### config.mk
export PLATFORM = sky130hd
export DESIGN_NAME = pcct_clock_ctrl
export DESIGN_NICKNAME = d
export VERILOG_FILES = /design/src/rtl/pcct_pkg.sv /design/src/rtl/pcct_clock_ctrl.sv
export VERILOG_INCLUDE_DIRS = /design/src /design/src/rtl
export SDC_FILE = /design/constraint.sdc
export NUM_CORES = 1
export LEC_CHECK = 0
export ABC_AREA = 1
export BUFFER_PORTS_ARGS = -buffer_cell sky130_fd_sc_hd__buf_2
export CAP_MARGIN = 20
export CELL_PAD_IN_SITES_DETAIL_PLACEMENT = 0
export CELL_PAD_IN_SITES_GLOBAL_PLACEMENT = 1
export CORE_ASPECT_RATIO = 1.4
export CORE_MARGIN = 8
export CORE_UTILIZATION = 29
export DETAILED_ROUTE_END_ITERATION = 16
export PLACE_DENSITY_LB_ADDON = 0.1
export SLEW_MARGIN = 30
export SYNTH_ARGS = -nofsm -noshare
export SYNTH_HDL_FRONTEND = slang
export SYNTH_SLANG_ARGS = --single-unit
### constraint.sdc
create_clock -name clk_i -period 1.4 [get_ports clk_i]
set_clock_uncertainty 0.2 [all_clocks]
set_input_delay 0.14 -clock clk_i [delete_from_list [all_inputs] [get_ports clk_i]]
set_output_delay 0.14 -clock clk_i [all_outputs]
set_load 0.1 [all_outputs]
### src/rtl/pcct_params.svh
// Constants for the per-processor clock throttle and sleep-state block.
`ifndef PCCT_PARAMS_SVH
`define PCCT_PARAMS_SVH
`define PCCT_ADDR_W 4
`define PCCT_OFS_CTRL 4'h0
`define PCCT_OFS_C2 4'h4
`define PCCT_OFS_C3 4'h5
`define PCCT_OFS_STAT 4'h8
`define PCCT_OFS_ARB 4'hc
`define PCCT_DUTY_LSB 1
`define PCCT_DUTY_W 3
`define PCCT_THT_BIT 4
`define PCCT_WAKE_BIT 5
`define PCCT_DUTY_RST 3'h4
`define PCCT_STEP_LAST 3'h7
`endif

### src/rtl/pcct_pkg.sv
// Types for the per-processor clock throttle and sleep-state block.
package pcct_pkg;
	typedef enum logic [1:0] {
		PCCT_C0,
		PCCT_C2,
		PCCT_C3
	} pcct_state_t;
endpackage

### src/rtl/pcct_clock_ctrl.sv
// Per-processor clock throttle and C2/C3 sleep control with a Wishbone slave.
// Functional notes
// - Reading C2 entry register enters C2.
// - Reading C3 entry register enters C3.
// - Entry happens exactly on the read.
// - C1 mandatory; C2 and C3 optional here.
// - No instructions executed outside C0.
// - Performance equals duty over eight steps.
// - Stop-clock low periodically halts processor clock.
// - Eight duty levels per eight-step period.
// - One block instance per processor.
// - Leave C1 whenever an interrupt is pending.
// - C1 via halt instruction, no chipset logic.
// - C1 keeps caches intact.
// - Only meaningful in the working system state.
// - C3 helped by activity flag, arbiter disable.
// - Leave C2 on a pending interrupt.
// - Leave C3 on interrupt or bus-master wake.
// - Activity flag set while bus master active.
//
// Local design decisions: the Wishbone interface to the registers and the placing of the registers.
`timescale 1ns/10ps
`default_nettype none
`include "pcct_params.svh"
module pcct_clock_ctrl (
	input wire logic clk_i,
	input wire logic rst_i,
	input wire logic wb_cyc_i,
	input wire logic wb_stb_i,
	input wire logic wb_we_i,
	input wire logic [`PCCT_ADDR_W-1:0] wb_adr_i,
	input wire logic [3:0] wb_sel_i,
	input wire logic [31:0] wb_dat_i,
	output logic [31:0] wb_dat_o,
	output logic wb_ack_o,
	input wire logic irq_pending_i,
	input wire logic busmaster_active_i,
	input wire logic busmaster_request_i,
	input wire logic system_working_i,
	output logic stop_clock_n_o,
	output logic busmaster_arbiter_disable_o,
	output logic [1:0] cstate_o
);
	// Status pins from outside pass two flops before use; the bus inputs are used directly.
	logic [1:0] irq_sync_reg;
	logic [1:0] bma_sync_reg;
	logic [1:0] bmr_sync_reg;
	logic [1:0] work_sync_reg;
	always_ff @(posedge clk_i) begin
		if (rst_i) begin
			irq_sync_reg <= 2'h0;
			bma_sync_reg <= 2'h0;
			bmr_sync_reg <= 2'h0;
			work_sync_reg <= 2'h0;
		end else begin
			irq_sync_reg <= {irq_sync_reg[0], irq_pending_i};
			bma_sync_reg <= {bma_sync_reg[0], busmaster_active_i};
			bmr_sync_reg <= {bmr_sync_reg[0], busmaster_request_i};
			work_sync_reg <= {work_sync_reg[0], system_working_i};
		end
	end
	wire irq_s = irq_sync_reg[1];
	wire bma_s = bma_sync_reg[1];
	wire bmr_s = bmr_sync_reg[1];
	wire working_s = work_sync_reg[1];

	// Bus decode.
	wire req = wb_cyc_i & wb_stb_i & ~wb_ack_o;
	wire wr = req & wb_we_i & wb_sel_i[0];
	wire rd = req & ~wb_we_i;
	wire hit_ctrl = wb_adr_i == `PCCT_OFS_CTRL;
	wire hit_c2 = wb_adr_i == `PCCT_OFS_C2;
	wire hit_c3 = wb_adr_i == `PCCT_OFS_C3;
	wire hit_stat = wb_adr_i == `PCCT_OFS_STAT;
	wire hit_arb = wb_adr_i == `PCCT_OFS_ARB;

	logic [`PCCT_DUTY_W-1:0] duty_reg;
	logic throttle_enable_reg;
	logic busmaster_wake_enable_reg;
	logic busmaster_activity_flag_reg;
	logic busmaster_arbiter_disable_reg;
	pcct_pkg::pcct_state_t state_reg;
	pcct_pkg::pcct_state_t state_next;
	logic [`PCCT_DUTY_W-1:0] step_reg;
	logic stop_n_reg;

	// Control register writes; software keeps the write-order discipline.
	always_ff @(posedge clk_i) begin
		if (rst_i) begin
			duty_reg <= `PCCT_DUTY_RST;
			throttle_enable_reg <= 1'b0;
			busmaster_wake_enable_reg <= 1'b0;
			busmaster_arbiter_disable_reg <= 1'b0;
		end else if (wr && hit_ctrl) begin
			duty_reg <= wb_dat_i[`PCCT_DUTY_LSB +: `PCCT_DUTY_W];
			throttle_enable_reg <= wb_dat_i[`PCCT_THT_BIT];
			busmaster_wake_enable_reg <= wb_dat_i[`PCCT_WAKE_BIT];
		end else if (wr && hit_arb) begin
			busmaster_arbiter_disable_reg <= wb_dat_i[0];
		end
	end

	// Activity flag: set wins over a write-one clear in the same cycle.
	wire bm_clear = wr && hit_stat && wb_dat_i[0];
	always_ff @(posedge clk_i) begin
		if (rst_i) begin
			busmaster_activity_flag_reg <= 1'b0;
		end else if (bma_s) begin
			busmaster_activity_flag_reg <= 1'b1;
		end else if (bm_clear) begin
			busmaster_activity_flag_reg <= 1'b0;
		end
	end

	// Sleep-state sequencing; C1 is the core's own halt and needs nothing here.
	// One instance serves one processor, so each core gets its own entry registers.
	// C1 entry, exit on interrupt and cache keeping stay inside the core.
	wire enter_c2 = rd && hit_c2 && working_s;
	wire enter_c3 = rd && hit_c3 && working_s;
	wire wake_c3 = irq_s | (busmaster_wake_enable_reg & bmr_s);
	always_comb begin
		state_next = state_reg;
		case (state_reg)
			pcct_pkg::PCCT_C0: begin
				if (enter_c3) begin
					state_next = pcct_pkg::PCCT_C3;
				end else if (enter_c2) begin
					state_next = pcct_pkg::PCCT_C2;
				end
			end
			pcct_pkg::PCCT_C2: begin
				if (irq_s || !working_s) begin
					state_next = pcct_pkg::PCCT_C0;
				end
			end
			pcct_pkg::PCCT_C3: begin
				if (wake_c3 || !working_s) begin
					state_next = pcct_pkg::PCCT_C0;
				end
			end
			default: state_next = pcct_pkg::PCCT_C0;
		endcase
	end

	// Eight-step throttle period; duty steps of eight run the clock.
	wire throttling = throttle_enable_reg && working_s && state_reg == pcct_pkg::PCCT_C0;
	wire run_step = step_reg < duty_reg;
	wire stop_next = (state_next != pcct_pkg::PCCT_C0) ? 1'b0 : (throttling ? run_step : 1'b1);
	always_ff @(posedge clk_i) begin
		if (rst_i) begin
			state_reg <= pcct_pkg::PCCT_C0;
			step_reg <= 3'h0;
			stop_n_reg <= 1'b1;
		end else begin
			state_reg <= state_next;
			step_reg <= throttling ? step_reg + 3'h1 : 3'h0;
			stop_n_reg <= stop_next;
		end
	end

	// Read mux; the entry registers read as zero, their effect is the sequence.
	wire [31:0] ctrl_word = {26'h0, busmaster_wake_enable_reg, throttle_enable_reg, duty_reg, 1'b0};
	wire [31:0] stat_word = {29'h0, state_reg, busmaster_activity_flag_reg};
	wire [31:0] rd_word = hit_ctrl ? ctrl_word : hit_stat ? stat_word : hit_arb ? {31'h0, busmaster_arbiter_disable_reg} : 32'h0;
	always_ff @(posedge clk_i) begin
		if (rst_i) begin
			wb_ack_o <= 1'b0;
			wb_dat_o <= 32'h0;
		end else begin
			wb_ack_o <= req;
			wb_dat_o <= rd ? rd_word : 32'h0;
		end
	end

	always_ff @(posedge clk_i) begin
		if (rst_i) begin
			stop_clock_n_o <= 1'b1;
			busmaster_arbiter_disable_o <= 1'b0;
			cstate_o <= 2'h0;
		end else begin
			stop_clock_n_o <= stop_n_reg;
			busmaster_arbiter_disable_o <= busmaster_arbiter_disable_reg;
			cstate_o <= state_reg;
		end
	end
endmodule
`default_nettype wire

Word-level counts from Yosys, hierarchy flattened
Index checks and enable logic that the tools add are counted.
{ "word_totals": {"reg_bits": 58, "input_bits": 49, "output_inout_bits": 37, "elab_cells": 73} }
{ "op_classes": {"n_addsub": 1, "order_cmp": 1, "eq_ne": 6, "muxes": 12, "bitwise_logic": 12, "reduce_logical": 22} }
{ "op_table": {"columns": ["cell", "n"], "rows": [
  ["$logic_and A1 B1 Y1", 10],
  ["$eq A4 B3 Y1 const B", 2],
  ["$eq A4 B4 Y1 const B", 2],
  ["$mux W2", 4],
  ["$and A1 B1 Y1", 6],
  ["$mux W6", 1],
  ["$pmux W2 S3", 1],
  ["$mux W1", 5],
  ["$not A1 Y1", 5],
  ["$logic_not A4 Y1", 1],
  ["$reduce_bool A2 Y1", 2],
  ["$reduce_or A2 Y1", 2],
  ["$reduce_or A4 Y1", 1],
  ["$add A3 B1 Y3 const B", 1],
  ["$lt A3 B3 Y1", 1],
  ["$mux W3", 1],
  ["$reduce_or A3 Y1", 1],
  ["$eq A2 B1 Y1 const B", 1],
  ["$eq A2 B2 Y1 const B", 1],
  ["$logic_not A2 Y1", 1],
  ["$logic_or A1 B1 Y1", 2],
  ["$reduce_and A2 Y1", 1],
  ["$logic_not A1 Y1", 1],
  ["$or A1 B1 Y1", 1]
]} }

Longest topological paths before layout
{ "logic_depth": {"depth_word": 10, "mapped_depth": 8, "ltp_nobuf": 8} }

Least setup slack after synthesis
No wires, ideal clock.
{ "synth_path": {"path_type": "flip-flop to flip-flop", "from": "register wb_ack_o", "to": "register busmaster_wake_enable_reg", "setup_time_ns": 0.113, "arrival_time_ns": 1.490, "t_required_ns": 1.087, "slack_ns": -0.403, "stages_incl_launch_ff": 6, "path_buffers": 0, "period_less_slack_ns": 1.803, "path_cell_list": "dfxtp_1 nor2_1 nand2_2 nor2_8 o21ai_1 nor2_1"} }
{ "synth_between": {"elab_chain_len": 5} }
{ "synth_rtl": {"columns": ["item", "line", "text"], "rows": [
  ["from (decl)", "pcct_clock_ctrl.sv:35", "output logic wb_ack_o,"],
  ["from (signal assigned)", "pcct_clock_ctrl.sv:170", "wb_ack_o <= req;"],
  ["$not A1 Y1", "pcct_clock_ctrl.sv:68", "wire req = wb_cyc_i & wb_stb_i & ~wb_ack_o;"],
  ["$and A1 B1 Y1", "pcct_clock_ctrl.sv:68", null],
  ["$and A1 B1 Y1 (2 in a row)", "pcct_clock_ctrl.sv:69", "wire wr = req & wb_we_i & wb_sel_i[0];"],
  ["$logic_and A1 B1 Y1", "pcct_clock_ctrl.sv:94", "end else if (wr && hit_ctrl) begin"],
  ["to (signal assigned)", "pcct_clock_ctrl.sv:97", "busmaster_wake_enable_reg <= wb_dat_i[`PCCT_WAKE_BIT];"],
  ["to (decl)", "pcct_clock_ctrl.sv:79", "logic busmaster_wake_enable_reg;"]
]} }
Every way passes these cells.
A chain may end at the register's enable or synchronous reset.

Worst setup path in the final report
{ "layout_path": {"from": "register wb_dat_o[0]", "to": "output wb_dat_o[0]"} }
{ "layout_rtl": {"columns": ["item", "line", "text"], "rows": [
  ["from (decl)", "pcct_clock_ctrl.sv:34", "output logic [31:0] wb_dat_o,"],
  ["from (signal assigned)", "pcct_clock_ctrl.sv:171", "wb_dat_o <= rd ? rd_word : 32'h0;"]
]} }
No word-level cell between the ends.

==> results by group <==
Status
  • Status: complete, but fails checks
  • Failing checks: hold timing

Logic synthesis
  • Post-synthesis compound-gate area fraction: 5.33%
  • Asr flop ratio synth: 0%
  • Most common flop cell mapped by yosys: dfxtp_1
  • Cells after Synth: 189
  • Post-synth EDFFs: 0
  • Main combinational cell family by area after synthesis: simple AND/OR/NAND/NOR gates
  • Synth Warn #: 0
  • Post-synthesis mux area share: 0%
  • Mapped cell area: 1460 um^2
  • Most frequent cell after synthesis: nor2_1
  • Cell taking the most area after synthesis: dfxtp_1
  • Post-synthesis sequential area ratio: 44.0%
  • Avg Inst Size Synth: 7.70 um^2
  • Yosys cell types: 23
  • Register bit count reported by yosys: 32
  • Area share of fa/ha/maj cells after synthesis: 2.58%
  • Post-synth top cells: nor2_1, dfxtp_1, inv_1
  • Simple-gate share of the synthesized area: 23.8%
  • Synth area leaders: dfxtp_1, buf_4, nor2_1, inv_1, nand2_1
  • XOR/XNOR Fraction of Synth Area: 0.602%
  • Yosys top cell area share: 44.0%

Drt
  • Starting DRT DRC Count: 48
  • Routed WL: 3200 um
  • WL per Instance: 10.4 um
  • Post-route ant nets: 0
  • Via count: 1219
  • DR DRC count: 0
  • Via density: 3.96
  • Drt first pass iters: 4

Worst setup path
  • Crit path buffers/inverters: 1
  • Setup crit start kind: register
  • CP Depth: 1
  • Crit path cell chain: buf_2
  • Worst R2R Setup Slack: 100 ps
  • Slowest cell on crit path: buf_2
  • Worst setup EP type: primary output
  • CP startpoint: wb_dat_o[0]
  • Worst R2R End: stop_n_reg
  • Worst r2r src: step_reg[2]
  • Worst r2r path cells: 6
  • Slowest cell delay on critical path: 420 ps
  • Kind of critical path: register to primary output
  • Worst Path Max Fanout: 1
  • Worst EP required: 1060 ps
  • Arr. time, crit path: 1000 ps
  • Delay-heaviest family, CP: buffers and inverters

Clocking
  • Clock-pin slew on the worst setup and hold paths: 60 ps
  • Post-cts hold buffer count: 15
  • CTS root buffer: clkbuf_8
  • CTS tree: built
  • Total CTS buffers: 5
  • Clock sink count: 32
  • Worst-skew pair later-pin latency: 280 ps
  • H-tree depth: 2
  • Clock Path Buffers: 2

Floorplan
  • Die Y: 99.8 um
  • I/O pin cnt: 86
  • Area of the core: 4840 um^2
  • Initial core utilization: 30.1%
  • Die width: 75.9 um
  • Rows: 30
  • Die area: 7570 um^2

Min path
  • Hold endpoint: wb_ack_o
  • Hold Crit Depth: 3
  • Hold WC Path Type: input pin to register
  • Hold Startpoint: wb_cyc_i

Global routing
  • Pin count of the biggest net entering global routing: 17
  • Grt ovf: 0
  • Initial antenna violation count: 0
  • Global router's overall resource usage: 9.33%
  • First-pass GRT wire length: 5440 um
  • Vias in the first global route: 1292

Layout
  • # diodes: 0
  • Multi-input gate area: 592 um^2
  • # fillers: 494
  • Layout cells sized above 1: 25.4%
  • Non-Filler Instances: 308
  • Core Util, Final: 42.3%
  • Total Nets Final: 295
  • Area growth from synthesis to layout: 40.7%
  • Max reg flops: 6
  • FF/Latch Area: 648 um^2

STA
  • Fin Hold WS: -65.4 ps
  • Fin. Hold Viols: 1
  • Final setup violation count: 0
  • Crit share post-route: 95.9%
  • Max Clock Freq: 745 MHz
  • Crit path time final: 1340 ps
  • Final worst slack: 57.2 ps
  • Max Transition Viols Final: 0

Power and ir drop
  • Power consumption: 0.00211 W
  • Power per standard cell area: 1030 nW/um^2
  • Leak Pwr: 1.00 nW
  • Max VDD drop: 0.440 mV

Placed design
  • # placed instances: 283
  • Routability Congestion: 0.761
  • # port buffers: 30
  • Post-placement setup slack: 71.1 ps
  • Dpl hpwl: 2530 um

Job
  • Max-cap violations: 0
-- where the power goes --
group,total [W],leakage [nW],switching (W),internal (W)
Clock,0.000716,0.0510,0.000325,0.000392
Combinational,0.000458,0.689,0.000380,0.0000782
Sequential,0.000930,0.262,0.00000686,0.000924
Total,0.00211,1.00,0.000712,0.00139
-- stage by stage --
stage / TNS, ps / area (um^2)
final: 0 / 2050
after detailed placement: 0 / 1750
after global routing: -1.70 / 2050
after global placement: 0 / 1750
after CTS: 0 / 1990
after floorplan: 0 / 1550
-- repair_timing --
item	in CTS	in global routing
setup buffers	0	2
gates resized for setup	0	14
endpoints found under the hold margin	12	1
setup endpoints to repair	0	11
-- worst max-delay path by stage --
stage | endpoint | slack, ps
6_report | wb_dat_o[0] | 60
5_1_grt | stop_n_reg | -2
4_1_cts | wb_dat_o[1] | 2
3_5_place_dp | duty_reg[0] | 70
3_3_place_gp | duty_reg[0] | 70
2_1_floorplan | throttle_enable_reg | 50
-- logic make-up (layout without fill, tap and decap cells) --
logic type,after synthesis,count (layout)
AO/OA/AOI/OAI,15,15
AND/OR/NAND/NOR,74,74
other,1,26
XOR/XNOR,1,1
buffers and inverters,63,93
flip-flops,32,32
adder cells (fa/ha/maj),3,3
-- layer usage --
| metal | part of all wire [%] | up-vias | wire [um] | global-route usage (%) |
|---|---|---|---|---|
| met4 | 2.6 | 0 | 83 | 5.79 |
| met3 | 4.5 | 7 | 145 | 2.00 |
| li1 | - | 624 | - | - |
| met5 | 0 | - | 0 | 0 |
| met1 | 37 | 556 | 1180 | 8.81 |
| met2 | 56 | 32 | 1790 | 17.1 |
-- cells in the final DEF (no fill, tap or decap), types with 3 or more instances in the layout --
cell type,instances
a21oi_1,5
buf_12,10
buf_2,19
buf_4,4
clkbuf_8,6
conb_1,26
dfxtp_1,28
dfxtp_2,3
dlygate4sd3_1,15
ha_1,3
inv_1,31
nand2_1,17
nand3_1,9
nor2_1,35
o21ai_1,7
-- layout make-up --
class | instances | share of cell area [%]
Sequential cell | 32 | 31.7
Clock buffer | 6 | 4.03
Multi-Input combinational cell | 119 | 28.9
Tap cell | 64 | 3.91
Clock inverter | 2 | 0.489
Timing Repair Buffer | 50 | 24.3
Inverter | 35 | 6.66
(Power assumes the default switching activity.)
